File: src/rtl/hdg_pkg.sv
/*
 Constants and types for the host decode and interrupt steering glue.
 Assumes a single reference clock and ISA-style 10-bit I/O addressing.
*/
// Contract
// - Disk enable low only when disk function enabled and a disk register is addressed.
// - First disk select asserts for the eight-address control block.
// - Second disk select asserts for the alternate status register location.
// - Disk decoder never responds to addresses 377 or 3F7.
// - General decode low inside configured block of one, eight or sixteen bytes.
// - Game select low only on configured address match with AEN low.
// - External interrupt input routed to the selected IRQ output A through H.
// - In EPP or ECP mode IRQ outputs pulse low then release, open-drain.
// - In EPP mode IOCHRDY pulled low to stretch; host holds command until release.
// - Power-good low ignores inputs, floats outputs, keeps registers.
// - Ring indicate and serial interrupt stay functional regardless of power-good.
// - Alternate floppy mode samples second-drive sense for status register A.
// - Second-drive sense reported active low as bit 6 of status register A.
`default_nettype none
package hdg_pkg;
    localparam int          ADDR_W        = 10;
    localparam int          IRQ_N         = 8;
    localparam logic [9:0]  DISK_EXCL_LO  = 10'h377;
    localparam logic [9:0]  DISK_EXCL_HI  = 10'h3F7;
    localparam logic [9:0]  DISK_ALT_OFS  = 10'h006;
    localparam int          SECOND_DRIVE_STAT_BIT = 6;
    localparam int          CLK_HZ        = 25000000;
    // IRQ pulse width in ns and derived cycles
    localparam int          IRQ_PULSE_NS  = 200;
    localparam int          IRQ_PULSE_CYC = (IRQ_PULSE_NS * (CLK_HZ / 1000000) + 999) / 1000;
    // Size codes for the general block decode
    typedef enum logic [1:0] {HDG_SZ1, HDG_SZ8, HDG_SZ16} hdg_size_t;
endpackage
`default_nettype wire

File: src/rtl/hdg_sync.sv
/*
 Three-stage input synchroniser; change accepted when stages two and three agree.
 Assumes asynchronous active-low reset already released synchronously.
*/
`default_nettype none
module hdg_sync
#(
    parameter logic RST_VAL = 1'b0
)
(
    input  wire logic ref_clk_i,
    input  wire logic rst_n_i,
    input  wire logic d_i,
    output var  logic q_o
);
    logic s1_reg;
    logic s2_reg;
    logic s3_reg;

    // Shift chain; only s2 reads s1
    always_ff @(posedge ref_clk_i or negedge rst_n_i)
    begin
        if (!rst_n_i)
        begin
            s1_reg <= RST_VAL;
            s2_reg <= RST_VAL;
            s3_reg <= RST_VAL;
        end
        else
        begin
            s1_reg <= d_i;
            s2_reg <= s1_reg;
            s3_reg <= s2_reg;
        end
    end

    // Filtered output holds until two and three agree
    always_ff @(posedge ref_clk_i or negedge rst_n_i)
    begin
        if (!rst_n_i)
            q_o <= RST_VAL;
        else if (s2_reg == s3_reg)
            q_o <= s3_reg;
    end
endmodule
`default_nettype wire

File: src/rtl/hdg_glue.sv
/*
 Host decode, interrupt steering, IOCHRDY stretch and standby glue.
 Assumes configuration inputs static during operation and host address from ISA pins.
 Decode outputs are combinational from the live address; the host samples them.
*/
`default_nettype none
module hdg_glue
    import hdg_pkg::*;
#(
    parameter int PULSE_CYC = IRQ_PULSE_CYC
)
(
    input  wire logic              ref_clk_i,
    input  wire logic              rstn_i,
    input  wire logic [ADDR_W-1:0] sa_i,
    input  wire logic              aen_i,
    input  wire logic              disk_en_i,
    input  wire logic [ADDR_W-1:0] disk_base_i,
    input  wire logic [ADDR_W-1:0] gp_base_i,
    input  wire logic [1:0]        gp_size_i,
    input  wire logic              gp_en_i,
    input  wire logic [ADDR_W-1:0] game_base_i,
    input  wire logic              game_en_i,
    input  wire logic [2:0]        irq_sel_i,
    input  wire logic              irq_route_en_i,
    input  wire logic              epp_mode_i,
    input  wire logic              ecp_mode_i,
    input  wire logic              epp_busy_i,
    input  wire logic              alt_fdc_mode_i,
    input  wire logic              ext_irq_in_i,
    input  wire logic              power_good_in_i,
    input  wire logic              second_drive_sense_i,
    input  wire logic              ring_ind_n_i,
    input  wire logic              ser_irq_i,
    output logic                   disk_if_enable_n_o,
    output logic                   disk_ctrl_block_sel_n_o,
    output logic                   disk_alt_status_sel_n_o,
    output logic                   gp_block_decode_n_o,
    output logic                   gp_block_decode_oe_n_o,
    output logic                   game_port_sel_n_o,
    output logic [IRQ_N-1:0]       irq_o,
    output logic [IRQ_N-1:0]       irq_oe_n_o,
    output logic                   iochrdy_o,
    output logic                   iochrdy_oe_n_o,
    output logic                   outputs_float_o,
    output logic                   second_drive_stat_n_o,
    output logic                   ring_ind_n_o,
    output logic                   ser_irq_o
);
    // Pulse counter is eight bits wide; a zero-length pulse would never reach the pin
    if (PULSE_CYC < 1 || PULSE_CYC > 255)
    begin : g_bad_pulse
        $error("PULSE_CYC out of range");
    end

    logic       rst_a_reg;
    logic       rst_n;
    logic       ext_irq_s;
    logic       pg_s;
    logic       second_drive_s;
    logic       pg_ok;
    logic       disk_ctrl_hit;
    logic       disk_alt_hit;
    logic       disk_excl;
    logic       gp_hit;
    logic       game_hit;
    logic       shared_mode;
    logic       irq_prev_reg;
    logic [7:0] pulse_cnt_reg;
    logic       second_drive_n_reg;

    // Reset release through two flip-flops
    always_ff @(posedge ref_clk_i or negedge rstn_i)
    begin
        if (!rstn_i)
        begin
            rst_a_reg <= 1'b0;
            rst_n     <= 1'b0;
        end
        else
        begin
            rst_a_reg <= 1'b1;
            rst_n     <= rst_a_reg;
        end
    end

    hdg_sync #(.RST_VAL(1'b0)) u_irq_sync
    (
        .ref_clk_i (ref_clk_i),
        .rst_n_i   (rst_n),
        .d_i       (ext_irq_in_i),
        .q_o       (ext_irq_s)
    );

    hdg_sync #(.RST_VAL(1'b0)) u_pg_sync
    (
        .ref_clk_i (ref_clk_i),
        .rst_n_i   (rst_n),
        .d_i       (power_good_in_i),
        .q_o       (pg_s)
    );

    hdg_sync #(.RST_VAL(1'b1)) u_second_drive_sync
    (
        .ref_clk_i (ref_clk_i),
        .rst_n_i   (rst_n),
        .d_i       (second_drive_sense_i),
        .q_o       (second_drive_s)
    );

    // Address decode is combinational; qualified by AEN low for non-DMA
    assign pg_ok        = pg_s;
    assign disk_excl    = (sa_i == DISK_EXCL_LO) || (sa_i == DISK_EXCL_HI);
    assign disk_ctrl_hit = disk_en_i && !aen_i && !disk_excl
                         && (sa_i[ADDR_W-1:3] == disk_base_i[ADDR_W-1:3]);
    assign disk_alt_hit = disk_en_i && !aen_i && !disk_excl
                        && (sa_i == (disk_base_i | DISK_ALT_OFS));
    assign game_hit     = game_en_i && !aen_i && (sa_i == game_base_i);

    // Block size mask; 16 bytes widest, unknown code treated as one byte
    always_comb
    begin
        gp_hit = 1'b0;
        if (gp_en_i && !aen_i)
        begin
            unique case (gp_size_i)
                HDG_SZ8:  gp_hit = sa_i[ADDR_W-1:3] == gp_base_i[ADDR_W-1:3];
                HDG_SZ16: gp_hit = sa_i[ADDR_W-1:4] == gp_base_i[ADDR_W-1:4];
                default:  gp_hit = sa_i == gp_base_i;
            endcase
        end
    end

    // Decode outputs; parked inactive in standby since the pins are floated
    assign disk_ctrl_block_sel_n_o = !(pg_ok && disk_ctrl_hit);
    assign disk_alt_status_sel_n_o = !(pg_ok && disk_alt_hit);
    assign disk_if_enable_n_o      = !(pg_ok && (disk_ctrl_hit || disk_alt_hit));
    assign game_port_sel_n_o       = !(pg_ok && game_hit);
    assign gp_block_decode_n_o     = 1'b0;
    assign gp_block_decode_oe_n_o  = !(pg_ok && gp_hit);
    assign outputs_float_o         = !pg_ok;

    assign shared_mode = epp_mode_i || ecp_mode_i;

    // Rising request edge starts a fixed-width low pulse in shared mode
    always_ff @(posedge ref_clk_i or negedge rst_n)
    begin
        if (!rst_n)
        begin
            irq_prev_reg  <= 1'b0;
            pulse_cnt_reg <= 8'h00;
        end
        else if (pg_ok)
        begin
            irq_prev_reg <= ext_irq_s;
            if (ext_irq_s && !irq_prev_reg && shared_mode)
                pulse_cnt_reg <= 8'(PULSE_CYC);
            else if (pulse_cnt_reg != 8'h00)
                pulse_cnt_reg <= pulse_cnt_reg - 8'h01;
        end
    end

    // Steering: only the selected line carries the request
    always_comb
    begin
        irq_o      = '0;
        irq_oe_n_o = '1;
        if (pg_ok && irq_route_en_i)
        begin
            if (shared_mode)
                irq_oe_n_o[irq_sel_i] = (pulse_cnt_reg == 8'h00);
            else
            begin
                irq_o[irq_sel_i]      = ext_irq_s;
                irq_oe_n_o[irq_sel_i] = 1'b0;
            end
        end
    end

    // Wait stretch; release lets the external pull-up on the host board raise the line
    assign iochrdy_o      = 1'b0;
    assign iochrdy_oe_n_o = !(pg_ok && epp_mode_i && epp_busy_i);

    // Second-drive sense captured only in alternate mode; held in standby
    always_ff @(posedge ref_clk_i or negedge rst_n)
    begin
        if (!rst_n)
            second_drive_n_reg <= 1'b1;
        else if (pg_ok && alt_fdc_mode_i)
            second_drive_n_reg <= second_drive_s;
    end
    assign second_drive_stat_n_o = second_drive_n_reg;

    // Serial wake paths bypass power-good gating
    assign ring_ind_n_o = ring_ind_n_i;
    assign ser_irq_o    = ser_irq_i;
endmodule
`default_nettype wire

File: config.mk
export PLATFORM = sky130hd
export DESIGN_NAME = hdg_glue
export DESIGN_NICKNAME = d
export VERILOG_FILES = /design/src/rtl/hdg_pkg.sv /design/src/rtl/hdg_sync.sv /design/src/rtl/hdg_glue.sv
export SDC_FILE = /design/constraint.sdc
export NUM_CORES = 1
export LEC_CHECK = 0
export ABC_AREA = 1
export BUFFER_PORTS_ARGS = -buffer_cell sky130_fd_sc_hd__buf_4
export CAP_MARGIN = 40
export CELL_PAD_IN_SITES_DETAIL_PLACEMENT = 1
export CELL_PAD_IN_SITES_GLOBAL_PLACEMENT = 2
export CORE_ASPECT_RATIO = 1.25
export CORE_MARGIN = 5
export CORE_UTILIZATION = 24
export CTS_CLUSTER_SIZE = 16
export DETAILED_ROUTE_END_ITERATION = 10
export GPL_TIMING_DRIVEN = 0
export HOLD_SLACK_MARGIN = 0.05
export PLACE_DENSITY_LB_ADDON = 0.12
export SLEW_MARGIN = 20
export SYNTH_ARGS = -nofsm -noshare
export SYNTH_HDL_FRONTEND = slang
export SYNTH_SLANG_ARGS = --single-unit
File: constraint.sdc
create_clock -name ref_clk_i -period 1.9 [get_ports ref_clk_i]
set_clock_uncertainty 0.1 [all_clocks]
set_input_delay 0.38 -clock ref_clk_i [delete_from_list [all_inputs] [get_ports ref_clk_i]]
set_output_delay 0.38 -clock ref_clk_i [all_outputs]
set_load 0.005 [all_outputs]
==> results.md <==
- Commonest non-fill, non-tap cells in the layout: buf_4 (88), nand2_1 (40), inv_1 (25)
- Status: finished with violations
- Commonest non-fill, non-tap cell in the layout: buf_4
- Cell family with most CP delay: simple AND/OR/NAND/NOR gates
- Final cell count without fillers: 430
- Clock sinks: 24
- Highest cell delay on the worst timing path: 0.41 ns
- Port Buffers: 79
- Post-Place Cells: a little over 400
- Clock transition at path regs: 0.08 ns
- Core Area: 7400 um^2
- Yosys Warn Count: 0
- Final Setup Violations: 9
- Hold Path Class: input pin to register
- Worst-path maximum fanout: 8
- CTS root buffer: clkbuf_8
- Initial antenna violation count: 0
- GRT Util Overall: 12.3%
- Routed length per instance: approximately 14 um
- Die Y: roughly 110 um
- Area growth, synth to finish: 63.8%
- Yosys reg bits: 24
- Routed vias: about 1,900
- Fin crit share: 106%
- Iteration-0 DRC Markers: 24
- Power density over the cells: 719 nW/um^2
- Drt pass-1 iters: 4
- Int Power: 1360 uW
- Max-cap violations: 0
- Clock Latency Late Sink: ~0.27 ns
- Final Critical Period: 2.01 ns
- Nets@finish: 404
- Detail Route Antenna Nets: 0
- RSZ-0062 raised after global routing: yes
- Relative slew margins: 62.9%
- Crit end category: primary output
- Row count: 35
- Clock network fraction of design power: approximately a fifth
- P_sw: 792 uW
- First-pass GRT wire length: around 9.4 mm
- WL final: 6.05 mm
- Post-Syn Instances: approximately 230
- N_diodes: 0
- Htree depth: 1
- Final WS setup: -0.112 ns
- Clock buffer depth: 2
- Initial core utilization: 24.7%
- CTS tree: done
- Seq/Total Area, Yosys: 33.2%
- Fin area: 3000 um^2
- Layout cells sized above 1: 49.1%
- CTS Buf Count: 3
- Final GP Congestion: 0.764
- Post-Synthesis Cell Area: 1830 um^2
- Logic pwr share: between 40% and 50%
- Largest register FFs: 8
- DP Wirelength: 4.80 mm
- Register share of total power: 33.3%
- Syn avg cell area: roughly 8 um^2
- # DRC: 0
- Maximum VDD drop: 0.608 mV
- Via-per-instance ratio: 4.43
- CP Data Arrival Time: 1.53 ns
- Type of the worst setup path: register to primary output
- Post-synthesis cell type count: 33
- Slew @ Worst Pin: 0.556 ns
- Largest net degree at the start of global routing: 15
- Crit start category: register
- Lkg Pwr: 0.00138 uW
- Final Hold Viols: 0
- Worst path slowest cell: dfrtp_1
- Vias in the first global route: 1,985
- Post-Place Cell Area: 2550 um^2
- Achievable frequency: 0.497 GHz
- Total gr overflow: 0
- Max-slew violation count: 0
- Die width: 88.1 um
- Ports: 89
- Die area: 9480 um^2
- Failing checks: setup timing
- Worst-path cell chain: inv_2, ha_4, nor3b_4, nand3_4, nand3_2, buf_6
- Switching Share: 36.8%
- Buf/Inv on CP: 2
- Worst EP required: 1.42 ns
[cells by family after synthesis]
group                    after synthesis  share of synthesized area (%)
buffers and inverters                 40                           9.71
adder cells (fa/ha/maj)                7                           4.38
AO/OA/AOI/OAI                         18                           6.02
other                                  2                          0.411
XOR/XNOR                              21                           10.1
flip-flops                            24                           33.2
AND/OR/NAND/NOR                      122                           36.3
[per-stage QoR]
stage                     setup slack [ns]  TNS, ns  hold slack (ns)  total power, uW  utilization (%)
after detailed placement            -0.128   -0.881           0.0626             1530             34.5
final                               -0.112   -0.770            0.113             2150             40.5
after floorplan                      0.222        0          -0.0156             1250                -
after global placement              -0.106   -0.734           0.0631             1510             34.3
after global routing                -0.204    -2.49           0.0947             2340             40.5
after CTS                           -0.119   -0.786            0.103             2130             37.7
[cell usage after synthesis, drive strengths merged]
cell | instances | area (um^2)
nand4 | 5 | 31.3
o21bai | 2 | 15.0
nor2 | 21 | 88.8
clkinv | 1 | 5.00
a31oi | 1 | 6.26
inv | 31 | 116
o21a | 1 | 7.51
xor2 | 13 | 114
nor3b | 1 | 18.8
xnor2 | 8 | 70.1
o21ai | 11 | 66.3
nor4 | 8 | 100
or2 | 2 | 12.5
dfrtp | 19 | 475
nor3 | 12 | 60.1
conb | 2 | 7.51
nand3 | 28 | 170
ha | 4 | 50.1
nand2 | 45 | 181
buf | 8 | 56.3
maj3 | 3 | 30.0
dfstp | 5 | 131
a21oi | 3 | 15.0
[path summary, 6_finish.rpt]
| check | from | to | slack (ns) | cells after the start |
|---|---|---|---|---|
| min | power_good_in_i | u_pg_sync.s1_reg$_DFF_PN0_ | 0.11 | 1 |
| max reg2reg | pulse_cnt_reg[1]$_DFFE_PN0P_ | pulse_cnt_reg[3]$_DFFE_PN0P_ | 0.31 | 9 |
| min reg2reg | rst_n$_DFF_PN0_ | u_irq_sync.s3_reg$_DFF_PN0_ | 0.13 | 0 |
| min in group asynchronous | rst_n$_DFF_PN0_ | u_irq_sync.s3_reg$_DFF_PN0_ | 0.13 | 0 |
| max | pulse_cnt_reg[1]$_DFFE_PN0P_ | irq_oe_n_o[3] | -0.11 | 6 |
| max in group asynchronous | rst_n$_DFF_PN0_ | u_second_drive_sync.s3_reg$_DFF_PN1_ | 1.00 | 1 |
[what timing repair did]
item	in CTS	in global routing
gates cloned	0	0
hold buffers	1	0
setup endpoints to repair	21	21
gates resized for setup	25	25
setup buffers	7	12
pin swaps	5	9
endpoints found under the hold margin	2	0
[power groups by stage]
stage	Clock (uW)	Combinational, uW	Sequential (uW)
6_report	443	993	717
5_1_grt	482	1120	735
4_1_cts	458	953	720
3_5_place_dp	0	796	734
3_3_place_gp	0	771	738
2_1_floorplan	0	542	706
[per-layer routing]
metal | track usage [%] | wire length, um | part of all wire, %
met5 | 0 | 0 | 0
met3 | 1.99 | 402 | 6.6
met4 | 3.24 | 55 | 0.91
met1 | 15.3 | 2540 | 42
met2 | 21.9 | 3050 | 50
[final cells by class]
type / instances / area, um^2
fillers: 904 / 4400
multi-input cells: 171 / 1220
repair buffers: 100 / 813
flip-flops and latches: 24 / 608
inverters: 32 / 125
well taps: 92 / 115
plain buffers: 7 / 45.0
clock buffers: 3 / 41.3
clock inverters: 1 / 30.0
Note: power is estimated with default switching activity, not from simulation.
